<file path="config.mk">
export PLATFORM = sky130hd
export DESIGN_NAME = ingress_reject_retry_event_select
export DESIGN_NICKNAME = d
export VERILOG_FILES = /design/src/verilog/ingress_event_pkg.sv /design/src/verilog/event_accumulator.sv /design/src/verilog/ingress_reject_retry_event_select.sv
export SDC_FILE = /design/constraint.sdc
export NUM_CORES = 1
export LEC_CHECK = 0
export ABC_AREA = 0
export BUFFER_PORTS_ARGS = -buffer_cell sky130_fd_sc_hd__buf_4
export CAP_MARGIN = 20
export CORE_MARGIN = 10
export CORE_UTILIZATION = 40
export CTS_CLUSTER_DIAMETER = 50
export DETAILED_ROUTE_END_ITERATION = 8
export PLACE_DENSITY = 0.65
export SYNTH_ARGS = -nofsm -noshare
export SYNTH_HDL_FRONTEND = slang
export SYNTH_SLANG_ARGS = --single-unit
</file>
<file path="constraint.sdc">
create_clock -name pclk -period 3 [get_ports pclk]
set_clock_uncertainty 0.2 [all_clocks]
set_input_delay 0.6 -clock pclk [delete_from_list [all_inputs] [get_ports pclk]]
set_output_delay 0.6 -clock pclk [all_outputs]
set_load 0.02 [all_outputs]
</file>
<file path="src/verilog/ingress_event_pkg.sv">
// constants, field layout and event decoding for the ingress reject/retry event selector
package ingress_event_pkg;

  // ****************************************************************
  // register map (byte addresses)
  // ****************************************************************
  localparam logic [11:0] CTRL_OFFSET     = 12'h000;
  localparam logic [11:0] COUNT_LO_OFFSET = 12'h004;
  localparam logic [11:0] COUNT_HI_OFFSET = 12'h008;
  localparam logic [11:0] STATUS_OFFSET   = 12'h00C;

  // ctrl fields
  localparam int CTRL_CODE_LSB = 0;
  localparam int CTRL_MASK_LSB = 8;
  localparam int CTRL_EN_BIT   = 16;
  localparam int CTRL_CLR_BIT  = 17;
  localparam logic [7:0] CTRL_CODE_RESET = 8'h00;
  localparam logic [7:0] CTRL_MASK_RESET = 8'h00;

  // status fields
  localparam int STATUS_VALID_BIT = 0;
  localparam int STATUS_ACTIVE_BIT = 1;

  // ****************************************************************
  // first-stage cause bit positions
  // ****************************************************************
  localparam int ADDR_RING_REQ_CREDIT_MISS      = 0;
  localparam int ADDR_RING_RSP_CREDIT_MISS      = 1;
  localparam int DATA_RING_RSP_CREDIT_MISS      = 2;
  localparam int DATA_RING_WRITEBACK_CREDIT_MISS = 3;
  localparam int DATA_RING_BYPASS_CREDIT_MISS   = 4;
  localparam int DATA_RING_STANDARD_CREDIT_MISS = 5;
  localparam int ACK_RING_INJECT_FAIL           = 6;
  localparam int INVAL_RING_INJECT_FAIL         = 7;

  // ****************************************************************
  // second-stage cause bit positions
  // ****************************************************************
  localparam int FIRST_STAGE_ANY      = 0;
  localparam int NO_FILTER_VICTIM     = 3;
  localparam int WAY_CONFLICT         = 5;
  localparam int ADDRESS_MATCH_REJECT = 7;

  // ****************************************************************
  // occupancy mask values
  // ****************************************************************
  localparam logic [7:0] OCC_CORE_SNOOP_MASK     = 8'h04;
  localparam logic [7:0] OCC_REMOTE_REQUEST_MASK = 8'h40;
  localparam logic [7:0] OCC_WRITEBACK_MASK      = 8'h80;

  // ****************************************************************
  // queues and event codes
  // ****************************************************************
  localparam int NUM_QUEUES = 8;
  localparam int CAUSE_W    = 8;

  typedef enum logic [2:0] {
    Q_INGRESS_REQUEST,
    Q_CORE_SNOOP,
    Q_SNOOP_RESPONSE_REJECT,
    Q_SNOOP_RESPONSE_RETRY,
    Q_IO_REQUEST,
    Q_REMOTE_REQUEST,
    Q_WRITEBACK,
    Q_OTHER_RETRY
  } queue_e;

  localparam logic [7:0] EV_OCCUPANCY      = 8'h11;
  localparam logic [7:0] EV_IRQ_STAGE1     = 8'h18;
  localparam logic [7:0] EV_IRQ_STAGE2     = 8'h19;
  localparam logic [7:0] EV_PRQ_STAGE1     = 8'h20;
  localparam logic [7:0] EV_PRQ_STAGE2     = 8'h21;
  localparam logic [7:0] EV_IPQ_STAGE1     = 8'h22;
  localparam logic [7:0] EV_IPQ_STAGE2     = 8'h23;
  localparam logic [7:0] EV_SRQ_REJ_STAGE1 = 8'h24;
  localparam logic [7:0] EV_SRQ_REJ_STAGE2 = 8'h25;
  localparam logic [7:0] EV_RRQ_STAGE1     = 8'h26;
  localparam logic [7:0] EV_RRQ_STAGE2     = 8'h27;
  localparam logic [7:0] EV_WBQ_STAGE1     = 8'h28;
  localparam logic [7:0] EV_WBQ_STAGE2     = 8'h29;
  localparam logic [7:0] EV_SRQ_RTY_STAGE1 = 8'h2C;
  localparam logic [7:0] EV_SRQ_RTY_STAGE2 = 8'h2D;
  localparam logic [7:0] EV_OTHER_STAGE1   = 8'h2E;
  localparam logic [7:0] EV_OTHER_STAGE2   = 8'h2F;

  typedef struct packed {
    logic   valid;
    logic   occupancy;
    logic   second;
    queue_e queue;
  } event_sel_s;

  function automatic event_sel_s decode_event(input logic [7:0] code);
    event_sel_s s;
    s = '{valid: 1'b1, occupancy: 1'b0, second: 1'b0, queue: Q_INGRESS_REQUEST};
    case (code)
      EV_OCCUPANCY:      s.occupancy = 1'b1;
      EV_IRQ_STAGE1:     s.queue = Q_INGRESS_REQUEST;
      EV_IRQ_STAGE2:     begin s.queue = Q_INGRESS_REQUEST; s.second = 1'b1; end
      EV_PRQ_STAGE1:     s.queue = Q_IO_REQUEST;
      EV_PRQ_STAGE2:     begin s.queue = Q_IO_REQUEST; s.second = 1'b1; end
      EV_IPQ_STAGE1:     s.queue = Q_CORE_SNOOP;
      EV_IPQ_STAGE2:     begin s.queue = Q_CORE_SNOOP; s.second = 1'b1; end
      EV_SRQ_REJ_STAGE1: s.queue = Q_SNOOP_RESPONSE_REJECT;
      EV_SRQ_REJ_STAGE2: begin s.queue = Q_SNOOP_RESPONSE_REJECT; s.second = 1'b1; end
      EV_RRQ_STAGE1:     s.queue = Q_REMOTE_REQUEST;
      EV_RRQ_STAGE2:     begin s.queue = Q_REMOTE_REQUEST; s.second = 1'b1; end
      EV_WBQ_STAGE1:     s.queue = Q_WRITEBACK;
      EV_WBQ_STAGE2:     begin s.queue = Q_WRITEBACK; s.second = 1'b1; end
      EV_SRQ_RTY_STAGE1: s.queue = Q_SNOOP_RESPONSE_RETRY;
      EV_SRQ_RTY_STAGE2: begin s.queue = Q_SNOOP_RESPONSE_RETRY; s.second = 1'b1; end
      EV_OTHER_STAGE1:   s.queue = Q_OTHER_RETRY;
      EV_OTHER_STAGE2:   begin s.queue = Q_OTHER_RETRY; s.second = 1'b1; end
      default:           s.valid = 1'b0;
    endcase
    return s;
  endfunction

endpackage

</file>
<file path="src/verilog/event_accumulator.sv">
// event count accumulator with clear and add
`timescale 1ns/1ps
`default_nettype none

module event_accumulator #(
  parameter int CNT_W = 48,
  parameter int INC_W = 8
) (
  input  wire logic             pclk,
  input  wire logic             presetn,
  input  wire logic             clear,
  input  wire logic [INC_W-1:0] inc,
  output logic      [CNT_W-1:0] value
);

  logic [CNT_W-1:0] next_value;

  if (INC_W > CNT_W) begin : g_inc_w_check
    $error("increment wider than counter");
  end

  always_comb begin
    if (clear) begin
      next_value = '0;
    end else begin
      next_value = value + CNT_W'(inc);
    end
  end

  always_ff @(posedge pclk or negedge presetn) begin
    if (!presetn) begin
      value <= '0;
    end else begin
      value <= next_value;
    end
  end

endmodule // event_accumulator

`default_nettype wire

</file>
<file path="src/verilog/ingress_reject_retry_event_select.sv">
// ingress reject/retry/occupancy event selection with apb-reached control and count
// Function
// - mask bit 0 first stage: no address-ring request credit
// - mask bit 1 first stage: no address-ring response credit
// - mask bit 2 first stage: no data-ring response credit
// - mask bit 3 first stage: no data-ring writeback credit
// - mask bit 4 first stage: no data-ring bypass credit
// - mask bit 5 first stage: no data-ring standard credit
// - mask bit 6 first stage: non-link request cannot inject on acknowledge ring
// - mask bit 7 first stage: non-link request cannot inject on invalidate ring
// - second stage bit 0: any first-stage condition of same queue
// - second stage bit 3: request made no snoop filter victim
// - second stage bit 5: cache or filter way conflict
// - second stage bit 7: address matches rejected outstanding request
// - snoop-response queue events count retries of responses to existing requests
// - occupancy adds valid entries of core-snoop (bit 2), remote-request (bit 6) and writeback (bit 7) queues selected in the mask every cycle
// - other-retry counts re-inserts into retry queue, mask gives next cause
//
// The APB register port and the address map were decided locally.
`timescale 1ns/1ps
`default_nettype none

module ingress_reject_retry_event_select #(
  parameter int CNT_W = 48,
  parameter int OCC_W = 6
) (
  input  wire logic                                   pclk,
  input  wire logic                                   presetn,
  input  wire logic [11:0]                            paddr,
  input  wire logic                                   psel,
  input  wire logic                                   penable,
  input  wire logic                                   pwrite,
  input  wire logic [31:0]                            pwdata,
  output logic      [31:0]                            prdata,
  output logic                                        pready,
  output logic                                        pslverr,
  input  wire logic [ingress_event_pkg::NUM_QUEUES*8-1:0] first_stage_cause,
  input  wire logic [ingress_event_pkg::NUM_QUEUES*8-1:0] second_stage_cause,
  input  wire logic [OCC_W-1:0]                       core_snoop_queue_entries,
  input  wire logic [OCC_W-1:0]                       remote_request_queue_entries,
  input  wire logic [OCC_W-1:0]                       writeback_queue_entries,
  output logic                                        counting
);

  localparam int INC_W = OCC_W + 2;

  if (CNT_W <= 32 || CNT_W > 64) begin : g_cnt_w_check
    $error("CNT_W must lie in 33..64");
  end
  if (OCC_W < 1 || OCC_W > 16) begin : g_occ_w_check
    $error("OCC_W must lie in 1..16");
  end

  // ****************************************************************
  // control state
  // ****************************************************************
  logic [7:0]       event_code;
  logic [7:0]       unit_mask;
  logic             enable;
  logic             clear_pulse;
  logic [7:0]       next_event_code;
  logic [7:0]       next_unit_mask;
  logic             next_enable;
  logic             next_clear_pulse;
  logic [31:0]      next_prdata;
  logic             next_pready;
  logic             next_pslverr;
  logic [CNT_W-1:0] count_value;
  logic             wr_take;
  logic             known_addr;

  ingress_event_pkg::event_sel_s sel;

  assign sel = ingress_event_pkg::decode_event(event_code);

  function automatic logic is_mapped(input logic [11:0] a);
    return (a == ingress_event_pkg::CTRL_OFFSET) || (a == ingress_event_pkg::COUNT_LO_OFFSET) ||
           (a == ingress_event_pkg::COUNT_HI_OFFSET) || (a == ingress_event_pkg::STATUS_OFFSET);
  endfunction

  // ****************************************************************
  // apb slave: answer registered in setup, taken in access
  // ****************************************************************
  always_comb begin
    known_addr       = is_mapped(paddr);
    wr_take          = psel && penable && pready && pwrite && known_addr;
    next_event_code  = event_code;
    next_unit_mask   = unit_mask;
    next_enable      = enable;
    next_clear_pulse = 1'b0;
    next_pready      = psel && !penable && !pready;
    next_pslverr     = psel && !penable && !pready && !known_addr;
    next_prdata      = '0;
    if (psel && !penable && !pready && !pwrite) begin
      unique case (paddr)
        ingress_event_pkg::CTRL_OFFSET: begin
          next_prdata[ingress_event_pkg::CTRL_CODE_LSB +: 8] = event_code;
          next_prdata[ingress_event_pkg::CTRL_MASK_LSB +: 8] = unit_mask;
          next_prdata[ingress_event_pkg::CTRL_EN_BIT]        = enable;
        end
        ingress_event_pkg::COUNT_LO_OFFSET: next_prdata = count_value[31:0];
        ingress_event_pkg::COUNT_HI_OFFSET: next_prdata = 32'(count_value[CNT_W-1:32]);
        ingress_event_pkg::STATUS_OFFSET: begin
          next_prdata[ingress_event_pkg::STATUS_VALID_BIT]  = sel.valid;
          next_prdata[ingress_event_pkg::STATUS_ACTIVE_BIT] = counting;
        end
        default: next_prdata = '0;
      endcase
    end
    if (wr_take && paddr == ingress_event_pkg::CTRL_OFFSET) begin
      // code and mask held once enabled; only a write that disables may change them
      if (!enable || !pwdata[ingress_event_pkg::CTRL_EN_BIT]) begin
        next_event_code = pwdata[ingress_event_pkg::CTRL_CODE_LSB +: 8];
        next_unit_mask  = pwdata[ingress_event_pkg::CTRL_MASK_LSB +: 8];
      end
      next_enable      = pwdata[ingress_event_pkg::CTRL_EN_BIT];
      next_clear_pulse = pwdata[ingress_event_pkg::CTRL_CLR_BIT];
    end
  end

  always_ff @(posedge pclk or negedge presetn) begin
    if (!presetn) begin
      event_code  <= ingress_event_pkg::CTRL_CODE_RESET;
      unit_mask   <= ingress_event_pkg::CTRL_MASK_RESET;
      enable      <= 1'b0;
      clear_pulse <= 1'b0;
      prdata      <= '0;
      pready      <= 1'b0;
      pslverr     <= 1'b0;
    end else begin
      event_code  <= next_event_code;
      unit_mask   <= next_unit_mask;
      enable      <= next_enable;
      clear_pulse <= next_clear_pulse;
      prdata      <= next_prdata;
      pready      <= next_pready;
      pslverr     <= next_pslverr;
    end
  end

  // ****************************************************************
  // condition decode
  // ****************************************************************
  logic [7:0]       s1;
  logic [7:0]       s2;
  logic             first_hit;
  logic             second_hit;
  logic [INC_W-1:0] occ_sum;
  logic [INC_W-1:0] next_inc;
  logic [INC_W-1:0] inc;
  logic             next_counting;

  always_comb begin
    // each queue, snoop-response and other-retry included, takes its own byte of the cause vectors
    s1 = first_stage_cause[sel.queue*8 +: 8];
    s2 = second_stage_cause[sel.queue*8 +: 8];
    first_hit =
      (unit_mask[ingress_event_pkg::ADDR_RING_REQ_CREDIT_MISS] &
       s1[ingress_event_pkg::ADDR_RING_REQ_CREDIT_MISS]) |
      (unit_mask[ingress_event_pkg::ADDR_RING_RSP_CREDIT_MISS] &
       s1[ingress_event_pkg::ADDR_RING_RSP_CREDIT_MISS]) |
      (unit_mask[ingress_event_pkg::DATA_RING_RSP_CREDIT_MISS] &
       s1[ingress_event_pkg::DATA_RING_RSP_CREDIT_MISS]) |
      (unit_mask[ingress_event_pkg::DATA_RING_WRITEBACK_CREDIT_MISS] &
       s1[ingress_event_pkg::DATA_RING_WRITEBACK_CREDIT_MISS]) |
      (unit_mask[ingress_event_pkg::DATA_RING_BYPASS_CREDIT_MISS] &
       s1[ingress_event_pkg::DATA_RING_BYPASS_CREDIT_MISS]) |
      (unit_mask[ingress_event_pkg::DATA_RING_STANDARD_CREDIT_MISS] &
       s1[ingress_event_pkg::DATA_RING_STANDARD_CREDIT_MISS]) |
      (unit_mask[ingress_event_pkg::ACK_RING_INJECT_FAIL] &
       s1[ingress_event_pkg::ACK_RING_INJECT_FAIL]) |
      (unit_mask[ingress_event_pkg::INVAL_RING_INJECT_FAIL] &
       s1[ingress_event_pkg::INVAL_RING_INJECT_FAIL]);
    // bit 0 is the OR of every first-stage cause, whatever the cause input shows there
    s2[ingress_event_pkg::FIRST_STAGE_ANY] = |s1;
    second_hit =
      (unit_mask[ingress_event_pkg::FIRST_STAGE_ANY] & s2[ingress_event_pkg::FIRST_STAGE_ANY]) |
      (unit_mask[ingress_event_pkg::NO_FILTER_VICTIM] & s2[ingress_event_pkg::NO_FILTER_VICTIM]) |
      (unit_mask[ingress_event_pkg::WAY_CONFLICT] & s2[ingress_event_pkg::WAY_CONFLICT]) |
      (unit_mask[ingress_event_pkg::ADDRESS_MATCH_REJECT] &
       s2[ingress_event_pkg::ADDRESS_MATCH_REJECT]) |
      (|(unit_mask & s2 & 8'h56));
    occ_sum = '0;
    if ((unit_mask & ingress_event_pkg::OCC_CORE_SNOOP_MASK) != 8'h00) begin
      occ_sum = occ_sum + INC_W'(core_snoop_queue_entries);
    end
    if ((unit_mask & ingress_event_pkg::OCC_REMOTE_REQUEST_MASK) != 8'h00) begin
      occ_sum = occ_sum + INC_W'(remote_request_queue_entries);
    end
    if ((unit_mask & ingress_event_pkg::OCC_WRITEBACK_MASK) != 8'h00) begin
      occ_sum = occ_sum + INC_W'(writeback_queue_entries);
    end
    next_counting = enable && sel.valid;
    next_inc = '0;
    if (next_counting) begin
      if (sel.occupancy) begin
        next_inc = occ_sum;
      end else if (sel.second) begin
        next_inc = INC_W'(second_hit);
      end else begin
        next_inc = INC_W'(first_hit);
      end
    end
  end

  always_ff @(posedge pclk or negedge presetn) begin
    if (!presetn) begin
      inc      <= '0;
      counting <= 1'b0;
    end else begin
      inc      <= next_inc;
      counting <= next_counting;
    end
  end

  // ****************************************************************
  // counter
  // ****************************************************************
  event_accumulator #(
    .CNT_W (CNT_W),
    .INC_W (INC_W)
  ) u_acc (
    .pclk    (pclk),
    .presetn (presetn),
    .clear   (clear_pulse),
    .inc     (inc),
    .value   (count_value)
  );

endmodule // ingress_reject_retry_event_select

`default_nettype wire
</file>
# After elaboration in Yosys (flattened, before gate mapping)
# Index checks and enable logic that the tools add are counted.
[classes] add_sub_neg=3 mul=0 div=0 order_cmp=0 eq_ne=20 shifts=2 mux=16 bitwise_logic=24 reduce_logical=33
[ops] operator="indexed part select 64 x 7 -> 8 bit" n=2
[ops] operator="== test 8 x 6 -> 1 bit (second input constant)" n=14
[ops] operator="adder 48 x 8 -> 48 bit" n=1
[ops] operator="two-way mux 48 bit" n=1
[ops] operator="one-hot mux 15 bit (3 select lines)" n=1
[ops] operator="two-way mux 32 bit" n=1
[ops] operator="two-way mux 8 bit" n=4
[ops] operator="== test 12 x 4 -> 1 bit (second input constant)" n=2
[ops] operator="== test 8 x 5 -> 1 bit (second input constant)" n=3
[ops] operator="one-hot mux 3 bit (7 select lines)" n=1
[ops] operator="OR reduction 17 bit" n=1
[ops] operator="adder 8 x 6 -> 8 bit" n=2
[ops] operator="OR reduction 8 bit" n=2
[ops] operator="two-way mux 15 bit" n=1
[ops] operator="OR reduction 2 bit" n=7
[ops] operator="AND 1 bit" n=12
[ops] operator="== test 12 x 3 -> 1 bit (second input constant)" n=1
[ops] operator="logical NOT 12 bit" n=1
[ops] operator="OR 1 bit" n=11
[ops] operator="logical AND 1 bit" n=10
[ops] operator="one-hot mux 2 bit (4 select lines)" n=1
[ops] operator="AND 7 bit" n=1
[ops] operator="logical NOT 1 bit" n=6
[ops] operator="two-way mux 6 bit" n=1
[ops] operator="other kinds (4)" n=11
[word_totals] ff_bits=109 latch_bits=0 mem_bits_rw=0 romBits=0 out_inout_bits=35 mem_count=0

# Longest topological paths before layout
# Gate-level depths: netlist of the first run.
[logic_depth] depth_word=15 depth_mapped=17 mapped_depth_nobuf=16

# Modules after synthesis
# Synthesis of the first run repeated with hierarchy kept, for this count alone.
[unflattened] hier_cells=759 area_unflattened_um2=7106.8
[by_module_without_submodules] mod="ingress_reject_retry_event_select" instances=1 cells_per_inst=461 area_each_um2=4345.4 seq_area_each_um2=1526.5
[by_module_without_submodules] mod="event_accumulator" instances=1 cells_per_inst=298 area_each_um2=2761.4 seq_area_each_um2=1201.2

# Least setup slack after synthesis of the first run
# No wires, ideal clock.
[synth_path] path_kind="input -> register" start="input core_snoop_queue_entries[0]" end="register inc[7]" t_arrival_ns=2.809 required_time_ns=2.673 path_slack_ns=-0.136 path_stages=13 path_buffers=0 path_cell_list="and2_1 > ha_1 > inv_1 > fa_1 > mux2i_1 > ha_1 > a21o_1 > a21o_1 > a21o_1 > a21oi_1 > inv_1 > a21oi_1 > nor4bb_1"
[synth_between] elab_chain_len=7
[synth_rtl] item="start: declaration" line="ingress_reject_retry_event_select.sv:39" source="input wire logic [OCC_W-1:0] core_snoop_queue_entries,"
[synth_rtl] item="two-way mux 6 bit (*)" line="ingress_reject_retry_event_select.sv:184" source="if ((unit_mask & ingress_event_pkg::OCC_CORE_SNOOP_MASK) != 8'h00) begin"
[synth_rtl] item="adder 8 x 6 -> 8 bit" line="ingress_reject_retry_event_select.sv:188" source="occ_sum = occ_sum + INC_W'(remote_request_queue_entries);"
[synth_rtl] item="two-way mux 8 bit (*)" line="ingress_reject_retry_event_select.sv:187" source="if ((unit_mask & ingress_event_pkg::OCC_REMOTE_REQUEST_MASK) != 8'h00) begin"
[synth_rtl] item="adder 8 x 6 -> 8 bit" line="ingress_reject_retry_event_select.sv:191" source="occ_sum = occ_sum + INC_W'(writeback_queue_entries);"
[synth_rtl] item="two-way mux 8 bit (*)" line="ingress_reject_retry_event_select.sv:190" source="if ((unit_mask & ingress_event_pkg::OCC_WRITEBACK_MASK) != 8'h00) begin"
[synth_rtl] item="two-way mux 8 bit (*)" line="ingress_reject_retry_event_select.sv:196" source="if (sel.occupancy) begin"
[synth_rtl] item="two-way mux 8 bit (*)" line="ingress_reject_retry_event_select.sv:195" source="if (next_counting) begin"
[synth_rtl] item="net next_inc[7]" line="ingress_reject_retry_event_select.sv:149" source="logic [INC_W-1:0] next_inc;"
[synth_rtl] item="end signal: assignment" line="ingress_reject_retry_event_select.sv:211" source="inc <= next_inc;"
[synth_rtl] item="end: declaration" line="ingress_reject_retry_event_select.sv:150" source="logic [INC_W-1:0] inc;"
# Mark *: on every way through the listed nets, which the timed path passes. The rest lies on a longest branch.
# A chain may end at the register's enable or synchronous reset.

# Final worst setup path of the first run
[layout_path] start="register unit_mask[2]" end="register inc[6]"
[layout_between] elab_chain_len=7
[layout_rtl] item="start: declaration" line="ingress_reject_retry_event_select.sv:58" source="logic [7:0] unit_mask;"
[layout_rtl] item="start signal: assignment" line="ingress_reject_retry_event_select.sv:124" source="unit_mask <= ingress_event_pkg::CTRL_MASK_RESET;"
[layout_rtl] item="start signal: assignment" line="ingress_reject_retry_event_select.sv:132" source="unit_mask <= next_unit_mask;"
[layout_rtl] item="two-way mux 6 bit (*)" line="ingress_reject_retry_event_select.sv:184"
[layout_rtl] item="adder 8 x 6 -> 8 bit" line="ingress_reject_retry_event_select.sv:188"
[layout_rtl] item="two-way mux 8 bit (*)" line="ingress_reject_retry_event_select.sv:187"
[layout_rtl] item="adder 8 x 6 -> 8 bit" line="ingress_reject_retry_event_select.sv:191"
[layout_rtl] item="two-way mux 8 bit (*)" line="ingress_reject_retry_event_select.sv:190"
[layout_rtl] item="two-way mux 8 bit (*)" line="ingress_reject_retry_event_select.sv:196"
[layout_rtl] item="two-way mux 8 bit (*)" line="ingress_reject_retry_event_select.sv:195"
[layout_rtl] item="net next_inc[6]" line="ingress_reject_retry_event_select.sv:149"
# Marked as above.

==> results of run 1 <==
-- Yosys cell counts (all sizes together) (3+ instances only) --
cell type and instances:
a21oi 69, nand2 31, a211oi 10, nand4 10
mux2 22, o311a 6, and3 5, dfrtp 109
o21ai 32, nor3b 12, mux2i 25, a21o 12
and2 21, o21bai 4, fa 3, nor3 27
nor2b 18, buf 8, inv 31, o32ai 4
xor2 9, and4 3, or3b 3, nor4bb 5
clkbuf 38, a211o 4, nor4b 5, nor4 13
ha 20, a22oi 3, o22ai 4, nor2 99
or4 3, nand2b 4, xnor2 37, or3 9
nand4b 4, o221ai 6, nand3 15, a32oi 6
-- power breakdown --
group	switching, µW	total [µW]	internal (µW)
registers	0.818	1470	1470
clock network	555	1220	666
logic	110	297	186
total	666	2990	2320
-- layout make-up --
class | count | share of cell area [%]
Clock buffer | 10 | 2.39
Clock inverter | 6 | 0.810
Inverter | 32 | 1.25
Multi-Input combinational cell | 584 | 42.6
Sequential cell | 109 | 28.5
Tap cell | 225 | 2.94
Timing Repair Buffer | 265 | 21.5
-- cell usage in the layout (no fill, tap or decap), types with 13 or more instances in the layout --
master	netlist	routed
dfrtp_1	109	108
a21oi_1	69	65
ha_1	20	16
o21ai_0	31	26
nand2_1	31	29
nor2_1	99	98
nor4_1	13	13
nor2b_1	18	18
xnor2_1	37	36
inv_1	31	29
mux2i_1	25	24
and2_1	21	20
nor3_1	27	26
nand3_1	15	15
buf_4	0	259
mux2_2	22	22
-- per-layer routing --
layer	global-route usage (%)	share of wire (%)	up-vias
met4	3.76	1.6	0
li1	-	-	3227
met3	2.94	3.8	24
met1	23.7	46	3101
met2	29.1	49	150
met5	0	0	-
-- flip-flops by register name, summed over array words and instances (netlist names) --
| register | cells |
|---|---|
| u_acc.value | 48 |
| prdata | 32 |
| event_code | 8 |
| inc | 8 |
| unit_mask | 8 |
| clear_pulse | 1 |
| counting | 1 |
| enable | 1 |
| pready | 1 |
| pslverr | 1 |
-- per-stage QoR --
step / power, µW / hold slack (ns)
floorplan: 1560 / 0.104
global placement: 1790 / 0.269
detailed placement: 1790 / 0.279
CTS: 3010 / 0.0162
global route: 3100 / 0.0434
finish: 2990 / 0.00111
-- critical path, stage by stage, from the launching register on --
cell      delay (ns)
dfrtp_1         0.43
and2_4          0.19
ha_4            0.12
inv_2           0.03
fa_2            0.34
xnor2_1         0.17
nand2_1         0.09
o21ai_2         0.07
ha_1            0.27
nor2b_1         0.14
o21ai_1         0.14
nand2b_1        0.11
a21oi_2         0.13
nor2b_1         0.05
o21ai_1         0.14
xor2_1          0.15
nor2_1          0.05
-- logic make-up (layout without fill, tap and decap cells) --
| kind of cell | after synthesis | after routing | synth area share, % |
|---|---|---|---|
| AO/OA/AOI/OAI | 176 | 176 | 16.2 |
| XOR/XNOR | 46 | 46 | 5.79 |
| adder cells (fa/ha/maj) | 23 | 23 | 4.46 |
| buffers and inverters | 78 | 313 | 4.29 |
| flip-flops | 109 | 109 | 39.2 |
| multiplexers | 49 | 49 | 7.80 |
| AND/OR/NAND/NOR | 290 | 290 | 22.3 |
-- how the worst min path moves through the flow --
stage                 start  slack (ns)           to
finish              presetn       0.001    prdata[4]
global route        presetn        0.04   prdata[20]
CTS                 presetn        0.02   prdata[21]
detailed placement   pready        0.28       pready
global placement     pready        0.27       pready
floorplan           presetn        0.10  clear_pulse
-- what timing repair did --
action	in CTS	in global routing
buffers inserted	0	2
gates resized for setup	0	17
endpoints found under the setup margin	0	14
==> flow_summary.json, run 1 <==
{
  "status": "finished, final reports clean",
  "worstSkewPairLatency_ns": 0.35,
  "synth-edff-count": 0,
  "rows": 48,
  "ys_top_cells_by_area": "dfrtp_1 (39%), nor2_1 (5.3%), a21oi_1 (5.0%)",
  "grt_pass1_wl_um": 34000,
  "placed_cell_area_um2": 9160,
  "grt_antenna_before_repair": 0,
  "die_w_um": 152,
  "rsz0062_at_grt": "yes",
  "synth-seq-area-share_pct": 39.2,
  "ys_warn_count": 0,
  "ys.flop_type": "dfrtp_1",
  "cp.required_ns": 3.03,
  "grt_usage_pct": 17.7,
  "r2r_cells": 16,
  "clock_path_buffers": 2,
  "startpoint": "unit_mask[2]",
  "area_growth_pct": 37.6,
  "fillers": 1621,
  "synth_fp_nets": 989,
  "period_share_pct": 98.6,
  "via_per_inst": 5.28,
  "slew_viol_final": 0,
  "max-slew-margin-rel_pct": 48.6,
  "overflow": 0,
  "post-dp-hpwl_um": 17000,
  "synth_top_area_cell": "dfrtp_1",
  "dr.pass1.iters": 5,
  "setup-tns-final_ns": 0,
  "worstSetupPathType": "flop to flop",
  "routed_wl_um": 21700,
  "wl_per_cell_um": 17.7,
  "cts_tree": "built",
  "grt_pass1_vias": 6443,
  "cts_hold_buf": 0,
  "async_flop_share_pct": 100,
  "ir_drop_v": 0.000256,
  "drc": 0,
  "globalplace.congestion": 0.821,
  "worst_slack_ns": 0.0433,
  "synth_cell_types": 65,
  "final_util_pct": 55.8,
  "ioPinCount": 230,
  "worstSetupStartpointType": "flop",
  "cts_sinks": 109,
  "arrival_ns": 2.99,
  "setup_violations": 0,
  "hold_class": "input port to async pin",
  "nets": 1219,
  "regArea_um2": 2730,
  "pre_cts_slack_ns": -0.226,
  "placed_cells": 1213,
  "leakage_uw": 0.00456,
  "clk_pin_slew_ns": 0.07,
  "antenna_cells": 0,
  "fmax_mhz": 338,
  "placement.io_buffers": 207,
  "fin_crit_ns": 2.96,
  "initial_utilization_pct": 40.5,
  "final_area_um2": 9580,
  "r2r_start": "unit_mask[2]",
  "fin_cells": 1231,
  "die_y_um": 152,
  "first_iter_violations": 349,
  "cap_violations": 0,
  "grt_start_max_net_pins": 53,
  "dr_total_vias": 6502,
  "crit_path_end_kind": "flop",
  "path_max_fanout": 4,
  "fp.coreArea_um2": 17200,
  "tightest_slew_ns": 0.771,
  "root_buffer": "clkbuf_16",
  "r2r_end": "inc[6]",
  "die-area_um2": 23100,
  "synthCells": 771,
  "synth_top_area_share_pct": 39.2,
  "multiInputGateArea_um2": 4080,
  "hold_viol_final": 0,
  "layout-drive-gt1-share_pct": 33.5,
  "powerDensity_nw_per_um2": 312,
  "syn_area_um2": 6960,
  "ys_seq_elements": 109,
  "cp-endpoint": "inc[6]",
  "cts-htree-levels": 3,
  "r2r_setup_slack_ns": 0.04,
  "synth_area_per_cell_um2": 9.03,
  "numCtsBuffers": 9,
  "antenna_left": 0
}
Power figures use the tool's default switching activity.
==> inputs of run 2 (changes only) <==
SYNTH_HIERARCHICAL = 1   (was not set)
==> run 2 against run 1 <==
Net effect: the run now ends with negative setup slack left; synthesized area up 2.0%; fmax is 7.7% lower; register-to-register slack got worse by 0.25 ns; final cell count up 0.16%; first-iteration DRC count increased by 17%; via count grew 2.5%; synthesized cell count fell by 1.6%; worst hold slack gained 0.23 ns; sequential power about the same; sequential share of layout area is 0.76 points lower; die area grew 1.8%; sequential cell count unchanged.
==> flow_summary.json, run 2 <==
{
  "status": "finished with violations",
  "violations": "negative setup slack",
  "hold_slack_ns": 0.228,
  "dr.pass1.iters": 5,
  "period_share_pct": 107,
  "worstSkewPairLatency_ns": 0.35,
  "numCtsBuffers": 9,
  "hold_class": "input port to flop",
  "yosys.area_share.adder_pct": 4.37,
  "synthCells": 759,
  "fin_crit_ns": 3.20,
  "rows": 48,
  "via_per_inst": 5.40,
  "path_cells": "or4b_4, nor2_4, buf_4, mux2_2, o221ai_2, o22ai_1, a221o_1, or4_1, and3_1",
  "synth-seq-area-share_pct": 38.4,
  "layout-drive-gt1-share_pct": 37.9,
  "path_max_fanout": 5,
  "die_y_um": 153,
  "clock_path_buffers": 2,
  "synth_most_common_cell": "dfrtp_1",
  "synthSimpleGateAreaFrac_pct": 19.1,
  "cpMaxStageDelayCell": "or4b_4",
  "grt_usage_pct": 18.9,
  "area_growth_pct": 38.5,
  "fmax_mhz": 312,
  "grt_antenna_before_repair": 0,
  "ys_seq_elements": 109,
  "placement.io_buffers": 207,
  "muxShareOfSynthArea_pct": 13.7,
  "cts_tree": "built",
  "powerDensity_nw_per_um2": 315,
  "cp_num_cells": 9,
  "leakage_uw": 0.00462,
  "switching_share_pct": 21.2,
  "pre_cts_slack_ns": -0.294,
  "grt_pass1_wl_um": 36400,
  "placed_cell_area_um2": 9290,
  "syn_area_um2": 7110,
  "crit_path_end_kind": "flop",
  "slowest_delay_ns": 0.56,
  "root_buffer": "clkbuf_16",
  "power_frac_comb_pct": 10.1,
  "worstSetupPathType": "flop to flop",
  "power_frac_seq_pct": 47.4,
  "cap_violations": 0,
  "antenna_left": 0,
  "regMostFlops": "u_acc/value",
  "arrival_ns": 3.25,
  "dr_total_vias": 6664,
  "clk_pin_slew_ns": 0.07,
  "synth_fp_nets": 977,
  "globalplace.congestion": 0.908,
  "cts_sinks": 109,
  "synth_cell_types": 70,
  "synth_top_family_by_area": "simple AND/OR/NAND/NOR gates",
  "cp.required_ns": 3.04,
  "r2r_setup_slack_ns": -0.20,
  "largest_reg_flops": 48,
  "final_common_cell": "buf_4",
  "synth_area_per_cell_um2": 9.36,
  "post-dp-hpwl_um": 17800,
  "synth-edff-count": 0,
  "max-slew-margin-rel_pct": 62.7,
  "hold_viol_final": 0,
  "fp.coreArea_um2": 17400,
  "synthXorXnorAreaFrac_pct": 2.96,
  "drc": 0,
  "ys_warn_count": 6,
  "wl_per_cell_um": 18.4,
  "ioPinCount": 230,
  "tightest_slew_ns": 0.545,
  "synth.top_cells.by_count": "dfrtp_1 (109), a21oi_1 (71), nor2_1 (66), mux2_2 (43), mux2i_1 (41)",
  "r2r_start": "event_code[6]",
  "first_iter_violations": 409,
  "cts-htree-levels": 3,
  "placed_cells": 1206,
  "final_area_um2": 9840,
  "reg.largest.list": "u_acc/value (48), prdata (32)",
  "fin_cells": 1233,
  "ys.flop_type": "dfrtp_1",
  "synth_top_area_cell": "dfrtp_1",
  "path_buf_inv": 1,
  "grt_start_max_net_pins": 55,
  "switchingPower_uw": 658,
  "layout_common_cells": "buf_4 (274), dfrtp_1 (109), a21oi_1 (66)",
  "antenna_cells": 0,
  "nets": 1222,
  "rsz0062_at_grt": "yes",
  "grt_pass1_vias": 6747,
  "worst_slack_ns": -0.203,
  "initial_utilization_pct": 40.9,
  "async_flop_share_pct": 100,
  "slew_viol_final": 0,
  "ir_drop_v": 0.000308,
  "cell_internal_pwr_uw": 2440,
  "synth_compound_area_share_pct": 17.2,
  "clkPwrFrac_pct": 42.5,
  "ys_top_cells_by_area": "dfrtp_1 (38%), mux2_2 (6.8%), mux2i_1 (5.8%)",
  "hold_depth": 2,
  "routed_wl_um": 22700,
  "r2r_cells": 9,
  "worstSetupStartpointType": "flop",
  "r2r_end": "inc[0]",
  "die-area_um2": 23500,
  "path_delay_family": "simple AND/OR/NAND/NOR gates",
  "hp-start": "penable",
  "hold_end": "pready",
  "die_w_um": 153,
  "setup_violations": 1,
  "synth_top_area_share_pct": 38.4,
  "overflow": 0
}
run 2: changes by cell type in the layout (fill, tap and decap cells not counted), sizes merged, moves of 15 or more:
cell / delta
or4: +15
nor3: -22
xnor2: -27
mux2i: +16
o31ai: +16
mux2: +24
nor2: -32
run 2: how the worst max path moves through the flow:
| stage | from | endpoint | slack, ns |
|---|---|---|---|
| 2_1_floorplan | event_code[4] | inc[0] | -0.18 |
| 3_3_place_gp | core_snoop_queue_entries[0] | inc[6] | -0.24 |
| 3_5_place_dp | core_snoop_queue_entries[0] | inc[6] | -0.29 |
| 4_1_cts | event_code[7] | inc[0] | -0.15 |
| 5_1_grt | event_code[6] | inc[0] | -0.28 |
| 6_report | event_code[6] | inc[0] | -0.20 |
run 2: worst reg2reg max path, delay by kind of cell (launching register included):
| family | cells | cell delay (ns) |
|---|---|---|
| and+or+nand+nor | 4 | 1.40 |
| AOI/OAI and AO/OA | 3 | 0.65 |
| DFF | 1 | 0.38 |
| muxes | 1 | 0.33 |
| buffers and inverters | 1 | 0.14 |
run 2: layout make-up:
class                           count  area, µm²
Clock buffer                       11        253
Clock inverter                      4       77.6
Fill cell                        1530       7510
Inverter                           31        116
Multi-Input combinational cell    574       4250
Sequential cell                   109       2730
Tap cell                          225        282
Timing Repair Buffer              279       2140
run 2: what timing repair did:
item                                   in CTS  in global routing
setup buffers                               6                  5
resized for setup                          10                 14
pin swaps                                   6                 13
cloned                                      0                  0
endpoints found under the hold margin      27                  0
setup endpoints to repair                   2                  5
hold buffers                                1                  0
run 2: per-stage QoR:
step | setup TNS, ns | power, µW | utilization (%)
after global placement | -0.990 | 1800 | 53.5
after CTS | -0.151 | 3130 | 56.0
after global routing | -0.861 | 3210 | 56.7
final | -0.203 | 3100 | 56.7
after floorplan | -0.218 | 1580 | -
after detailed placement | -1.28 | 1810 | 53.5
run 2: power by group through the flow:
| stage | registers [µW] | logic [µW] | clock network [µW] |
|---|---|---|---|
| floorplan | 1500 | 73.2 | 0 |
| global placement | 1500 | 301 | 0 |
| detailed placement | 1500 | 305 | 0 |
| CTS | 1470 | 309 | 1350 |
| global route | 1470 | 343 | 1400 |
| finish | 1470 | 313 | 1320 |
run 2: cells by family (layout without fill, tap and decap cells):
kind of cell	count (synthesis)	in the layout
AND/OR/NAND/NOR	252	252
flip-flops	109	109
XOR/XNOR	24	24
buffers and inverters	76	325
adder cells (fa/ha/maj)	23	23
multiplexers	89	89
AO/OA/AOI/OAI	186	186
run 2: per-layer routing:
metal	wire, µm	GRT usage (%)	vias up
li1	-	-	3262
met1	10300	25.1	3207
met2	10900	30.5	174
met3	1100	3.79	21
met4	388	5.00	0
met5	0	0	-
